`src/zc_defs.svh`:
```
// Timing constants and field widths for the power-line zero-cross timing block.
`ifndef ZC_DEFS_SVH
`define ZC_DEFS_SVH

`define ZC_CLK_MHZ        100
`define ZC_REF_OSC_KHZ    7680
`define ZC_CARRIER_KHZ    120
`define ZC_ACC_MOD        (`ZC_CLK_MHZ * 1000)
`define ZC_ACC_STEP       (2 * `ZC_CARRIER_KHZ)
`define ZC_US_TO_CYC(us)  ((us) * `ZC_CLK_MHZ)

`define ZC_RISE_LAG_US    64
`define ZC_FALL_LEAD_US   16
`define ZC_TX_MAX_US      236
`define ZC_BURST_US       1000
`define ZC_PHASE_US       2778
`define ZC_RX_SAMPLE_US   500
`define ZC_TRIAC_PULSE_US 10
`define ZC_TICK_MS        25
`define ZC_TICKS_PER_SEC  40
`define ZC_DIM_POSTSCALE  4

`define ZC_FALL_LEAD_CYC   `ZC_US_TO_CYC(`ZC_FALL_LEAD_US)
`define ZC_TX_MAX_CYC      `ZC_US_TO_CYC(`ZC_TX_MAX_US)
`define ZC_TRIAC_PULSE_CYC `ZC_US_TO_CYC(`ZC_TRIAC_PULSE_US)
`define ZC_TICK_CYC        (`ZC_TICK_MS * 1000 * `ZC_CLK_MHZ)

`define ZC_KEY_W          5
`define ZC_DISP_DATA_W    8
`define ZC_DISP_CTRL_W    3

`endif

```
`src/zc_pkg.sv`:
```
// Types shared by the zero-cross timing modules.
`include "zc_defs.svh"
package zc_pkg;
  typedef enum logic {ENV_IDLE, ENV_RUN} env_state_e;
  typedef logic [`ZC_KEY_W-1:0]       key_t;
  typedef logic [`ZC_DISP_DATA_W-1:0] disp_data_t;
  typedef logic [`ZC_DISP_CTRL_W-1:0] disp_ctrl_t;
endpackage

```
`src/line_sense_if.sv`:
```
// Synchronised line-sense levels passed from the input synchroniser to the timing core.
interface line_sense_if;
  logic zc_level;
  logic cd_level;
  modport src (output zc_level, output cd_level);
  modport dst (input zc_level, input cd_level);
endinterface

```
`src/line_sync.sv`:
```
// Two-stage synchroniser for the zero-cross and carrier-detect inputs.
module line_sync (
  // Clock and reset
  input  wire logic  i_sys_clk,
  input  wire logic  i_rst_n,
  // Raw line inputs
  input  wire logic  i_zc_raw,
  input  wire logic  i_cd_raw,
  // Synchronised levels
  line_sense_if.src  o_sense
);
  logic [1:0] meta_reg;
  logic [1:0] sync_reg;

  always_ff @(posedge i_sys_clk or negedge i_rst_n) begin
    if (!i_rst_n) begin
      meta_reg <= 2'h0;
      sync_reg <= 2'h0;
    end else begin
      meta_reg <= {i_cd_raw, i_zc_raw};
      sync_reg <= meta_reg;
    end
  end

  assign o_sense.zc_level = sync_reg[0];
  assign o_sense.cd_level = sync_reg[1];
endmodule

```
`src/powerline_zero_cross_timing.sv`:
```
// Zero-cross, carrier, envelope, dimmer, clock-tick and user-interface timing core.
`include "zc_defs.svh"

// Overview of operation
// - Every mains crossing, rising or falling, raises exactly one zero-cross event.
// - After each event the expected edge polarity flips so the opposite edge fires next.
// - The zero-cross input reads low in the negative half cycle and high above threshold.
// - Timing allows for the rising edge lagging the crossing by 64 us and falling leading by 16 us.
// - A 120 kHz carrier runs continuously and reaches the line only while the gate is on.
// - An envelope timer times each 1 ms burst and the starts of the second and third phase bursts.
// - A tick every 25 ms (40 per second) advances timekeeping and starts a key scan.
// - A postscaled carrier period timer gives the increments that delay the dimmer trigger.
// - Five push-button inputs are read for menu navigation.
// - The display is driven over eight data lines and three control lines.
// - Light sensor readings decide when dawn and dusk occur.
// - Carrier transmission starts within 236 us of a detected crossing.
// - On each event the carrier-detect input is sampled inside the 1 ms window as the bit.
module powerline_zero_cross_timing
  import zc_pkg::*;
#(
  parameter int ENV_W         = 20,
  parameter int LIGHT_W       = 10,
  parameter int BURST_CYC     = `ZC_US_TO_CYC(`ZC_BURST_US),
  parameter int PHASE_CYC     = `ZC_US_TO_CYC(`ZC_PHASE_US),
  parameter int RX_SAMPLE_CYC = `ZC_US_TO_CYC(`ZC_RX_SAMPLE_US),
  parameter int TICK_CYC      = `ZC_TICK_CYC,
  parameter int DIM_POSTSCALE = `ZC_DIM_POSTSCALE
) (
  // Clock and reset
  input  wire logic           i_sys_clk,
  input  wire logic           i_rst_n,
  // Line side
  input  wire logic           i_zero_cross_input,
  input  wire logic           i_carrier_detect_input,
  output logic                o_line_carrier,
  output logic                o_carrier_output_gate,
  output logic                o_triac_trigger,
  // Zero-cross status
  output logic                o_zc_event,
  output logic                o_zc_rising,
  output logic                o_zc_level,
  // Transmit bit request
  input  wire logic           i_tx_valid,
  input  wire logic           i_tx_bit,
  input  wire logic           i_tx_three_phase,
  output logic                o_tx_ready,
  // Received bit
  output logic                o_rx_valid,
  output logic                o_rx_bit,
  // Dimmer control
  input  wire logic           i_dim_enable,
  input  wire logic [7:0]     i_dim_level,
  // Clock tick and keys
  input  wire zc_pkg::key_t   i_key_inputs,
  output logic                o_clock_tick,
  output logic                o_second_tick,
  output zc_pkg::key_t        o_key_state,
  output zc_pkg::key_t        o_key_press,
  // Display
  input  wire logic           i_disp_load,
  input  wire zc_pkg::disp_data_t i_disp_data,
  input  wire zc_pkg::disp_ctrl_t i_disp_ctrl,
  output zc_pkg::disp_data_t  o_display_data_lines,
  output zc_pkg::disp_ctrl_t  o_display_control_lines,
  // Light sensor
  input  wire logic           i_light_valid,
  input  wire logic [LIGHT_W-1:0] i_light_sample,
  input  wire logic [LIGHT_W-1:0] i_dusk_level,
  input  wire logic [LIGHT_W-1:0] i_dawn_level,
  output logic                o_is_dark
);
  import zc_pkg::*;

  localparam logic [16:0]      ACC_MOD   = 17'(`ZC_ACC_MOD);
  localparam logic [16:0]      ACC_STEP  = 17'(`ZC_ACC_STEP);
  localparam logic [ENV_W-1:0] FALL_LEAD = ENV_W'(`ZC_FALL_LEAD_CYC);
  localparam logic [ENV_W-1:0] BURST     = ENV_W'(BURST_CYC);
  localparam logic [ENV_W-1:0] PHASE     = ENV_W'(PHASE_CYC);
  localparam logic [ENV_W-1:0] RX_AT     = ENV_W'(RX_SAMPLE_CYC);
  localparam logic [ENV_W-1:0] TX_MAX    = ENV_W'(`ZC_TX_MAX_CYC);
  localparam logic [9:0]       TRIAC_LEN = 10'(`ZC_TRIAC_PULSE_CYC);
  localparam logic [5:0]       SEC_LAST  = 6'(`ZC_TICKS_PER_SEC - 1);

  line_sense_if sense ();

  line_sync u_sync (
    .i_sys_clk (i_sys_clk),
    .i_rst_n   (i_rst_n),
    .i_zc_raw  (i_zero_cross_input),
    .i_cd_raw  (i_carrier_detect_input),
    .o_sense   (sense)
  );

  // Zero-cross edge detection with alternating polarity.
  logic primed_reg;
  logic expect_rise_reg;
  logic zc_event;

  // The first cycle after reset only learns the synchronised level, which still reads low from reset,
  // so a line that is already high at release produces a rising event once the synchroniser fills.
  assign zc_event = primed_reg && (sense.zc_level != o_zc_level)
                    && (sense.zc_level == expect_rise_reg);

  always_ff @(posedge i_sys_clk or negedge i_rst_n) begin
    if (!i_rst_n) begin
      primed_reg      <= 1'b0;
      expect_rise_reg <= 1'b1;
      o_zc_level      <= 1'b0;
      o_zc_event      <= 1'b0;
      o_zc_rising     <= 1'b0;
    end else begin
      primed_reg  <= 1'b1;
      o_zc_level  <= sense.zc_level;
      o_zc_event  <= zc_event;
      if (!primed_reg) begin
        expect_rise_reg <= ~sense.zc_level;
      end else if (zc_event) begin
        expect_rise_reg <= ~expect_rise_reg;
        o_zc_rising     <= sense.zc_level;
      end
    end
  end

  // Carrier: a phase accumulator toggles at twice 120 kHz on average; the
  // system clock does not divide evenly, so edges jitter by one clock.
  logic [16:0] acc_reg;
  logic [16:0] acc_sum;
  logic        carrier_reg;
  logic        carrier_rise;

  assign acc_sum      = acc_reg + ACC_STEP;
  assign carrier_rise = (acc_sum >= ACC_MOD) && !carrier_reg;

  always_ff @(posedge i_sys_clk or negedge i_rst_n) begin
    if (!i_rst_n) begin
      acc_reg     <= 17'h0_0000;
      carrier_reg <= 1'b0;
    end else if (acc_sum >= ACC_MOD) begin
      acc_reg     <= acc_sum - ACC_MOD;
      carrier_reg <= ~carrier_reg;
    end else begin
      acc_reg <= acc_sum;
    end
  end

  // Transmit request holding register.
  logic pend_valid_reg;
  logic pend_bit_reg;
  logic pend_three_reg;
  logic tx_bit_reg;
  logic tx_three_reg;

  assign o_tx_ready = !pend_valid_reg;

  always_ff @(posedge i_sys_clk or negedge i_rst_n) begin
    if (!i_rst_n) begin
      pend_valid_reg <= 1'b0;
      pend_bit_reg   <= 1'b0;
      pend_three_reg <= 1'b0;
      tx_bit_reg     <= 1'b0;
      tx_three_reg   <= 1'b0;
    end else begin
      if (zc_event) begin
        tx_bit_reg     <= pend_valid_reg && pend_bit_reg;
        tx_three_reg   <= pend_three_reg;
        pend_valid_reg <= 1'b0;
      end
      if (i_tx_valid && o_tx_ready) begin
        pend_valid_reg <= 1'b1;
        pend_bit_reg   <= i_tx_bit;
        pend_three_reg <= i_tx_three_phase;
      end
    end
  end

  // Envelope timer, anchored at the estimated true crossing.
  env_state_e       env_state_reg;
  logic [ENV_W-1:0] env_cnt_reg;
  logic [ENV_W-1:0] env_off_reg;
  logic [ENV_W-1:0] env_end;
  logic             gate_next;

  assign env_end = env_off_reg + PHASE + PHASE + BURST;

  function automatic logic in_win(input logic [ENV_W-1:0] cnt, input logic [ENV_W-1:0] st);
    in_win = (cnt >= st) && (cnt < st + BURST);
  endfunction

  assign gate_next = (env_state_reg == ENV_RUN) && tx_bit_reg
                     && (in_win(env_cnt_reg, env_off_reg)
                         || (tx_three_reg && (in_win(env_cnt_reg, env_off_reg + PHASE)
                         || in_win(env_cnt_reg, env_off_reg + PHASE + PHASE))));

  always_ff @(posedge i_sys_clk or negedge i_rst_n) begin
    if (!i_rst_n) begin
      env_state_reg <= ENV_IDLE;
      env_cnt_reg   <= '0;
      env_off_reg   <= '0;
    end else if (zc_event) begin
      env_state_reg <= ENV_RUN;
      env_cnt_reg   <= '0;
      // A rising edge arrives after the crossing, so the burst starts at once;
      // a falling edge arrives early, so the burst waits for the crossing.
      env_off_reg   <= sense.zc_level ? '0 : FALL_LEAD;
    end else begin
      unique case (env_state_reg)
        ENV_IDLE: begin
          env_cnt_reg <= '0;
        end
        ENV_RUN: begin
          env_cnt_reg <= env_cnt_reg + ENV_W'(1);
          if (env_cnt_reg == env_end) begin
            env_state_reg <= ENV_IDLE;
          end
        end
      endcase
    end
  end

  always_ff @(posedge i_sys_clk or negedge i_rst_n) begin
    if (!i_rst_n) begin
      o_carrier_output_gate <= 1'b0;
      o_line_carrier        <= 1'b0;
    end else begin
      o_carrier_output_gate <= gate_next;
      o_line_carrier        <= gate_next && carrier_reg;
    end
  end

  // Receive sampling inside the first burst window.
  always_ff @(posedge i_sys_clk or negedge i_rst_n) begin
    if (!i_rst_n) begin
      o_rx_valid <= 1'b0;
      o_rx_bit   <= 1'b0;
    end else begin
      o_rx_valid <= (env_state_reg == ENV_RUN) && (env_cnt_reg == env_off_reg + RX_AT);
      if ((env_state_reg == ENV_RUN) && (env_cnt_reg == env_off_reg + RX_AT)) begin
        o_rx_bit <= sense.cd_level;
      end
    end
  end

  // Dimmer: delay in postscaled carrier periods after each crossing.
  logic       dim_step;
  logic [7:0] dim_cnt_reg;
  logic       dim_armed_reg;
  logic [9:0] triac_cnt_reg;

  tick_divider #(.DIV(DIM_POSTSCALE)) u_dim_div (
    .i_sys_clk (i_sys_clk),
    .i_rst_n   (i_rst_n),
    .i_step    (carrier_rise),
    .o_pulse   (dim_step)
  );

  always_ff @(posedge i_sys_clk or negedge i_rst_n) begin
    if (!i_rst_n) begin
      dim_cnt_reg     <= 8'h00;
      dim_armed_reg   <= 1'b0;
      triac_cnt_reg   <= 10'h000;
      o_triac_trigger <= 1'b0;
    end else begin
      o_triac_trigger <= (triac_cnt_reg != 10'h000);
      if (triac_cnt_reg != 10'h000) begin
        triac_cnt_reg <= triac_cnt_reg - 10'h001;
      end
      if (zc_event) begin
        dim_cnt_reg   <= 8'h00;
        dim_armed_reg <= i_dim_enable;
      end else if (dim_armed_reg && (dim_cnt_reg == i_dim_level)) begin
        dim_armed_reg <= 1'b0;
        triac_cnt_reg <= TRIAC_LEN;
      end else if (dim_step && (dim_cnt_reg != 8'hFF)) begin
        dim_cnt_reg <= dim_cnt_reg + 8'h01;
      end
    end
  end

  // Clock tick, timekeeping and key scan.
  logic       tick;
  logic [5:0] sec_cnt_reg;

  tick_divider #(.DIV(TICK_CYC)) u_tick_div (
    .i_sys_clk (i_sys_clk),
    .i_rst_n   (i_rst_n),
    .i_step    (1'b1),
    .o_pulse   (tick)
  );

  assign o_clock_tick = tick;

  always_ff @(posedge i_sys_clk or negedge i_rst_n) begin
    if (!i_rst_n) begin
      sec_cnt_reg   <= 6'h00;
      o_second_tick <= 1'b0;
    end else begin
      o_second_tick <= tick && (sec_cnt_reg == SEC_LAST);
      if (tick) begin
        sec_cnt_reg <= (sec_cnt_reg == SEC_LAST) ? 6'h00 : sec_cnt_reg + 6'h01;
      end
    end
  end

  // Keys are sampled only on the tick, which also debounces them.
  always_ff @(posedge i_sys_clk or negedge i_rst_n) begin
    if (!i_rst_n) begin
      o_key_state <= '0;
      o_key_press <= '0;
    end else if (tick) begin
      o_key_state <= i_key_inputs;
      o_key_press <= i_key_inputs & ~o_key_state;
    end else begin
      o_key_press <= '0;
    end
  end

  always_ff @(posedge i_sys_clk or negedge i_rst_n) begin
    if (!i_rst_n) begin
      o_display_data_lines    <= '0;
      o_display_control_lines <= '0;
    end else if (i_disp_load) begin
      o_display_data_lines    <= i_disp_data;
      o_display_control_lines <= i_disp_ctrl;
    end
  end

  // Two thresholds give hysteresis so a flickering reading does not toggle.
  always_ff @(posedge i_sys_clk or negedge i_rst_n) begin
    if (!i_rst_n) begin
      o_is_dark <= 1'b0;
    end else if (i_light_valid) begin
      if (i_light_sample < i_dusk_level) begin
        o_is_dark <= 1'b1;
      end else if (i_light_sample > i_dawn_level) begin
        o_is_dark <= 1'b0;
      end
    end
  end

  // Helper counters for the checks below.
  logic [ENV_W-1:0] gate_len_reg;
  logic [9:0]       per_cnt_reg;

  always_ff @(posedge i_sys_clk or negedge i_rst_n) begin
    if (!i_rst_n) begin
      gate_len_reg <= '0;
      per_cnt_reg  <= 10'h000;
    end else begin
      gate_len_reg <= o_carrier_output_gate ? gate_len_reg + ENV_W'(1) : '0;
      per_cnt_reg  <= carrier_rise ? 10'h001 :
                      (per_cnt_reg == 10'h000) ? 10'h000 : per_cnt_reg + 10'h001;
    end
  end
endmodule

```
`src/tick_divider.sv`:
```
// Counts enable steps and emits a one-cycle pulse on every DIV-th step.
module tick_divider #(
  parameter int DIV = 4
) (
  // Clock and reset
  input  wire logic i_sys_clk,
  input  wire logic i_rst_n,
  // Step in, pulse out
  input  wire logic i_step,
  output logic      o_pulse
);
  localparam int W = $clog2(DIV + 1);
  localparam logic [W-1:0] LAST = W'(DIV - 1);

  logic [W-1:0] cnt_reg;

  always_ff @(posedge i_sys_clk or negedge i_rst_n) begin
    if (!i_rst_n) begin
      cnt_reg <= '0;
      o_pulse <= 1'b0;
    end else begin
      o_pulse <= i_step && (cnt_reg == LAST);
      if (i_step) begin
        cnt_reg <= (cnt_reg == LAST) ? '0 : cnt_reg + W'(1);
      end
    end
  end
endmodule

```
`config.mk`:
```
export PLATFORM = sky130hd
export DESIGN_NAME = powerline_zero_cross_timing
export DESIGN_NICKNAME = d
export VERILOG_FILES = /design/src/zc_pkg.sv /design/src/line_sense_if.sv /design/src/line_sync.sv /design/src/powerline_zero_cross_timing.sv /design/src/tick_divider.sv
export VERILOG_INCLUDE_DIRS = /design/src /design/src/src
export SDC_FILE = /design/constraint.sdc
export NUM_CORES = 1
export LEC_CHECK = 0
export BUFFER_PORTS_ARGS = -buffer_cell sky130_fd_sc_hd__buf_2
export CORE_MARGIN = 2
export CORE_UTILIZATION = 48
export DETAILED_ROUTE_END_ITERATION = 10
export PLACE_DENSITY = 0.68
export SLEW_MARGIN = 20
export SYNTH_ARGS = -nofsm -noshare
export SYNTH_HDL_FRONTEND = slang
export SYNTH_SLANG_ARGS = --single-unit
```
`constraint.sdc`:
```
create_clock -name i_sys_clk -period 4.2 [get_ports i_sys_clk]
set_input_delay 0.21 -clock i_sys_clk [delete_from_list [all_inputs] [get_ports i_sys_clk]]
set_output_delay 0.21 -clock i_sys_clk [all_outputs]
set_load 0.02 [all_outputs]
```
==> metrics.yaml <==
pwr:
  p_seq_share_pct: 44.0
  pwr-share-comb_pct: 13.0
  power_leakage_nw: 4.08
  power_density_nw_per_um2: 388
  internal_power_w: 0.00243
  switching_share_pct: 27.2
  clockPowerShare_pct: 42.9
  irDropWorstVdd_mv: 0.310
  switchingPower_w: 0.000908
die:
  io_pins: 97
  rows: 45
  core_area_um2: 15100
  die_height_um: 128
  start_util_pct: 48.8
  dieArea_um2: 16400
  die_w_um: 128
place:
  dp_hpwl_um: 11000
  dpl_cell_area_um2: 7990
  dp.cells: 1018
  gp_congestion: 0.934
  io_buffers: 96
route:
  drt-total-wl_um: 15500
  drtIter0Drc: 461
  wire_per_inst_um: 14.7
  drc: 0
  vias: 5695
  routed_via_density: 5.41
  drt_pre_antenna_iters: 5
  ant_nets: 0
worst_setup_path:
  crit_type: "reg -> reg"
  cp_cell_sequence: "inv_1 > ha_1 > xnor2_1 > ha_1 > nor4bb_1 > mux2_2 > o31ai_1 > nand2_1 > o31ai_4 > buf_4 > nor2_2 > mux2_1"
  start_kind: "flop"
  reg2regPathDepth: 12
  critPathMaxFanout: 10
  reg2reg_slack_ns: 0.67
  critPathMaxStageDelay_ns: 0.52
  critPathRequiredTime_ns: 4.49
  endpoint_kind: "flop"
  reg2reg_to: "u_dim_div.cnt_reg[0]$_DFFE_PN0P_"
  cp_common_cell: "ha_1"
  timing.rr.start: "acc_reg[4]$_DFF_PN0_"
  cp_slowest_cell: "dfrtp_1"
  crit_arrival_ns: 3.83
grt:
  grt_overflow: 0
  grt_max_degree: 96
  grt_pass1_wl_um: 26100
  grt_pass1_vias: 5584
  antenna_found_initial: 0
  grt_usage_pct: 20.0
sta:
  finalMaxSlewViolations: 0
  worstMarginPinSlew_ns: 0.901
  relSlewSlack_pct: 39.4
  max_freq_mhz: 283
  period_share_pct: 84.1
  grt_setup_unrepaired: "false"
  clock-skew-final_ns: 0.00518
  period_minus_slack_ns: 3.53
  fin_tns_setup_ns: 0
  hold_viol: 0
  setup-violations-final: 0
yosys:
  syn_nets: 868
  ys_seq_area_share_pct: 44.2
  synth_cell_types: 69
  avgSynthCellArea_um2: 9.73
  syn-cell-area_um2: 7370
  synth_flop_cell: "dfrtp_1"
  synth_edf_count: 0
  ys_seq_elements: 130
  syn_inst: 757
  yosys_warnings: 0
  synth-async-reset-ratio_pct: 100
finish:
  fillers: 1347
  final_area_um2: 8620
  drive_gt1_share_pct: 19.3
  area_growth_pct: 17.0
  antenna_cells: 0
  mostFrequentLayoutCells: "129 x dfrtp_1, 95 x buf_2, 82 x nor2_1"
  nets: 964
  layout_commonest_cell: "dfrtp_1"
  largest_reg_flops: 22
  instances_no_fill: 1053
worst_hold_path:
  min_from: "i_key_inputs[3]"
  hold_path_class: "in -> reg"
  hold_path_depth: 3
  whs_endpoint: "o_key_press[3]$_DFF_PN0_"
run_status:
  outcome: "completed"
clock_network:
  path_clk_slew_ns: 0.06
  tritoncts: "done"
  cts_root_buffer: "clkbuf_16"
  cts.sinks: 130
  clk_latency_ns: 0.42
  clk_path_buf_depth: 2
  cts_buffers: 17
  cts_max_level: 4
flow_run:
  drv_cap: 0
==> timing repair <==
action,4_1_cts,5_1_grt
setup buffers,0,0
gates resized for setup,0,0
hold endpoints to repair,96,0
hold buffers,4,0
==> per-layer routing <==
metal / share of wire (%) / wire length [um] / track usage, %
met1: 46 / 7100 / 26.0
met2: 49 / 7600 / 32.8
met3: 4.0 / 616 / 5.63
met4: 0.91 / 140 / 5.95
met5: 0 / 0 / 0
==> cells in the mapped netlist, types with 3 or more instances <==
library cell | instances | area share, %
a211oi_1 | 3 | 0.31
a21o_1 | 9 | 0.92
a21oi_1 | 27 | 1.8
and2_1 | 6 | 0.51
and3_1 | 13 | 1.1
and3b_1 | 5 | 0.59
buf_6 | 3 | 0.46
clkbuf_1 | 19 | 0.97
dfrtp_1 | 129 | 44
ha_1 | 47 | 8.0
inv_1 | 51 | 2.6
mux2_2 | 20 | 3.1
mux2i_1 | 6 | 0.82
nand2_1 | 52 | 2.6
nand2b_1 | 4 | 0.34
nand3_1 | 39 | 2.6
nand4_1 | 20 | 1.7
nand4b_1 | 3 | 0.36
nor2_1 | 82 | 4.2
nor2b_1 | 5 | 0.42
nor3_1 | 17 | 1.2
nor3b_1 | 4 | 0.41
nor4_1 | 11 | 0.93
nor4bb_1 | 3 | 0.41
o2111ai_1 | 7 | 0.83
o211ai_1 | 4 | 0.41
o21a_1 | 4 | 0.41
o21ai_0 | 22 | 1.5
o21bai_1 | 3 | 0.31
o31ai_1 | 4 | 0.41
o41ai_1 | 4 | 0.48
or3_1 | 9 | 0.76
or3b_2 | 3 | 0.36
xnor2_1 | 45 | 5.4
xor2_1 | 31 | 3.7
==> logic make-up after synthesis <==
family          count (synthesis)  synth area share [%]
buf+inv                        76                  4.21
fa+ha+maj                      47                  7.98
xor+xnor                       76                  9.04
flops                         130                  44.2
other cells                     1                0.0509
mux                            27                  4.03
compound gates                108                  10.0
simple gates                  292                  20.5
==> final cells by class <==
type / count / area [um^2] / area share [%]
Clock buffer: 21 / 480 / 5.58
Clock inverter: 10 / 97.6 / 1.13
Inverter: 51 / 191 / 2.22
Multi-Input combinational cell: 551 / 3820 / 44.3
Sequential cell: 130 / 3250 / 37.8
Tap cell: 188 / 235 / 2.73
Timing Repair Buffer: 102 / 542 / 6.29
==> how the worst max path moves through the flow <==
stage,start,to,slack (ns)
6_report,acc_reg[4]$_DFF_PN0_,u_dim_div.cnt_reg[0]$_DFFE_PN0P_,0.67
5_1_grt,acc_reg[4]$_DFF_PN0_,u_dim_div.cnt_reg[0]$_DFFE_PN0P_,0.36
4_1_cts,acc_reg[4]$_DFF_PN0_,u_dim_div.cnt_reg[0]$_DFFE_PN0P_,0.70
3_5_place_dp,acc_reg[4]$_DFF_PN0_,u_dim_div.cnt_reg[0]$_DFFE_PN0P_,0.72
3_3_place_gp,acc_reg[4]$_DFF_PN0_,u_dim_div.cnt_reg[0]$_DFFE_PN0P_,0.83
2_1_floorplan,acc_reg[4]$_DFF_PN0_,acc_reg[11]$_DFF_PN0_,1.27
==> power by group through the flow <==
| stage | Clock (W) | Sequential [W] | Combinational, W |
|---|---|---|---|
| 2_1_floorplan | 0 | 0.00147 | 0.000297 |
| 3_3_place_gp | 0 | 0.00149 | 0.000430 |
| 3_5_place_dp | 0 | 0.00149 | 0.000439 |
| 4_1_cts | 0.00146 | 0.00147 | 0.000443 |
| 5_1_grt | 0.00153 | 0.00149 | 0.000501 |
| 6_report | 0.00143 | 0.00147 | 0.000436 |
==> per-stage QoR <==
stage / power, W / util, % / setup WS, ns / hold WS [ns]
after CTS: 0.00338 / 57.0 / 0.695 / 0.00493
after global placement: 0.00192 / 53.0 / 0.833 / 0.333
after global routing: 0.00352 / 57.1 / 0.362 / 0.00180
after detailed placement: 0.00193 / 53.0 / 0.716 / 0.335
after floorplan: 0.00177 / - / 1.27 / -0.0856
final: 0.00334 / 57.1 / 0.666 / 0.0199
==> critical path: cells and delay by family (launching register included) <==
| kind | cells | cell delay, ns |
|---|---|---|
| and+or+nand+nor | 3 | 0.33 |
| AOI/OAI and AO/OA | 2 | 0.68 |
| muxes | 2 | 0.59 |
| DFF | 1 | 0.52 |
| adders and majority gates | 2 | 0.63 |
| xor gates and xnor gates | 1 | 0.29 |
| buffers and inverters | 2 | 0.35 |
(Power assumes the default switching activity.)
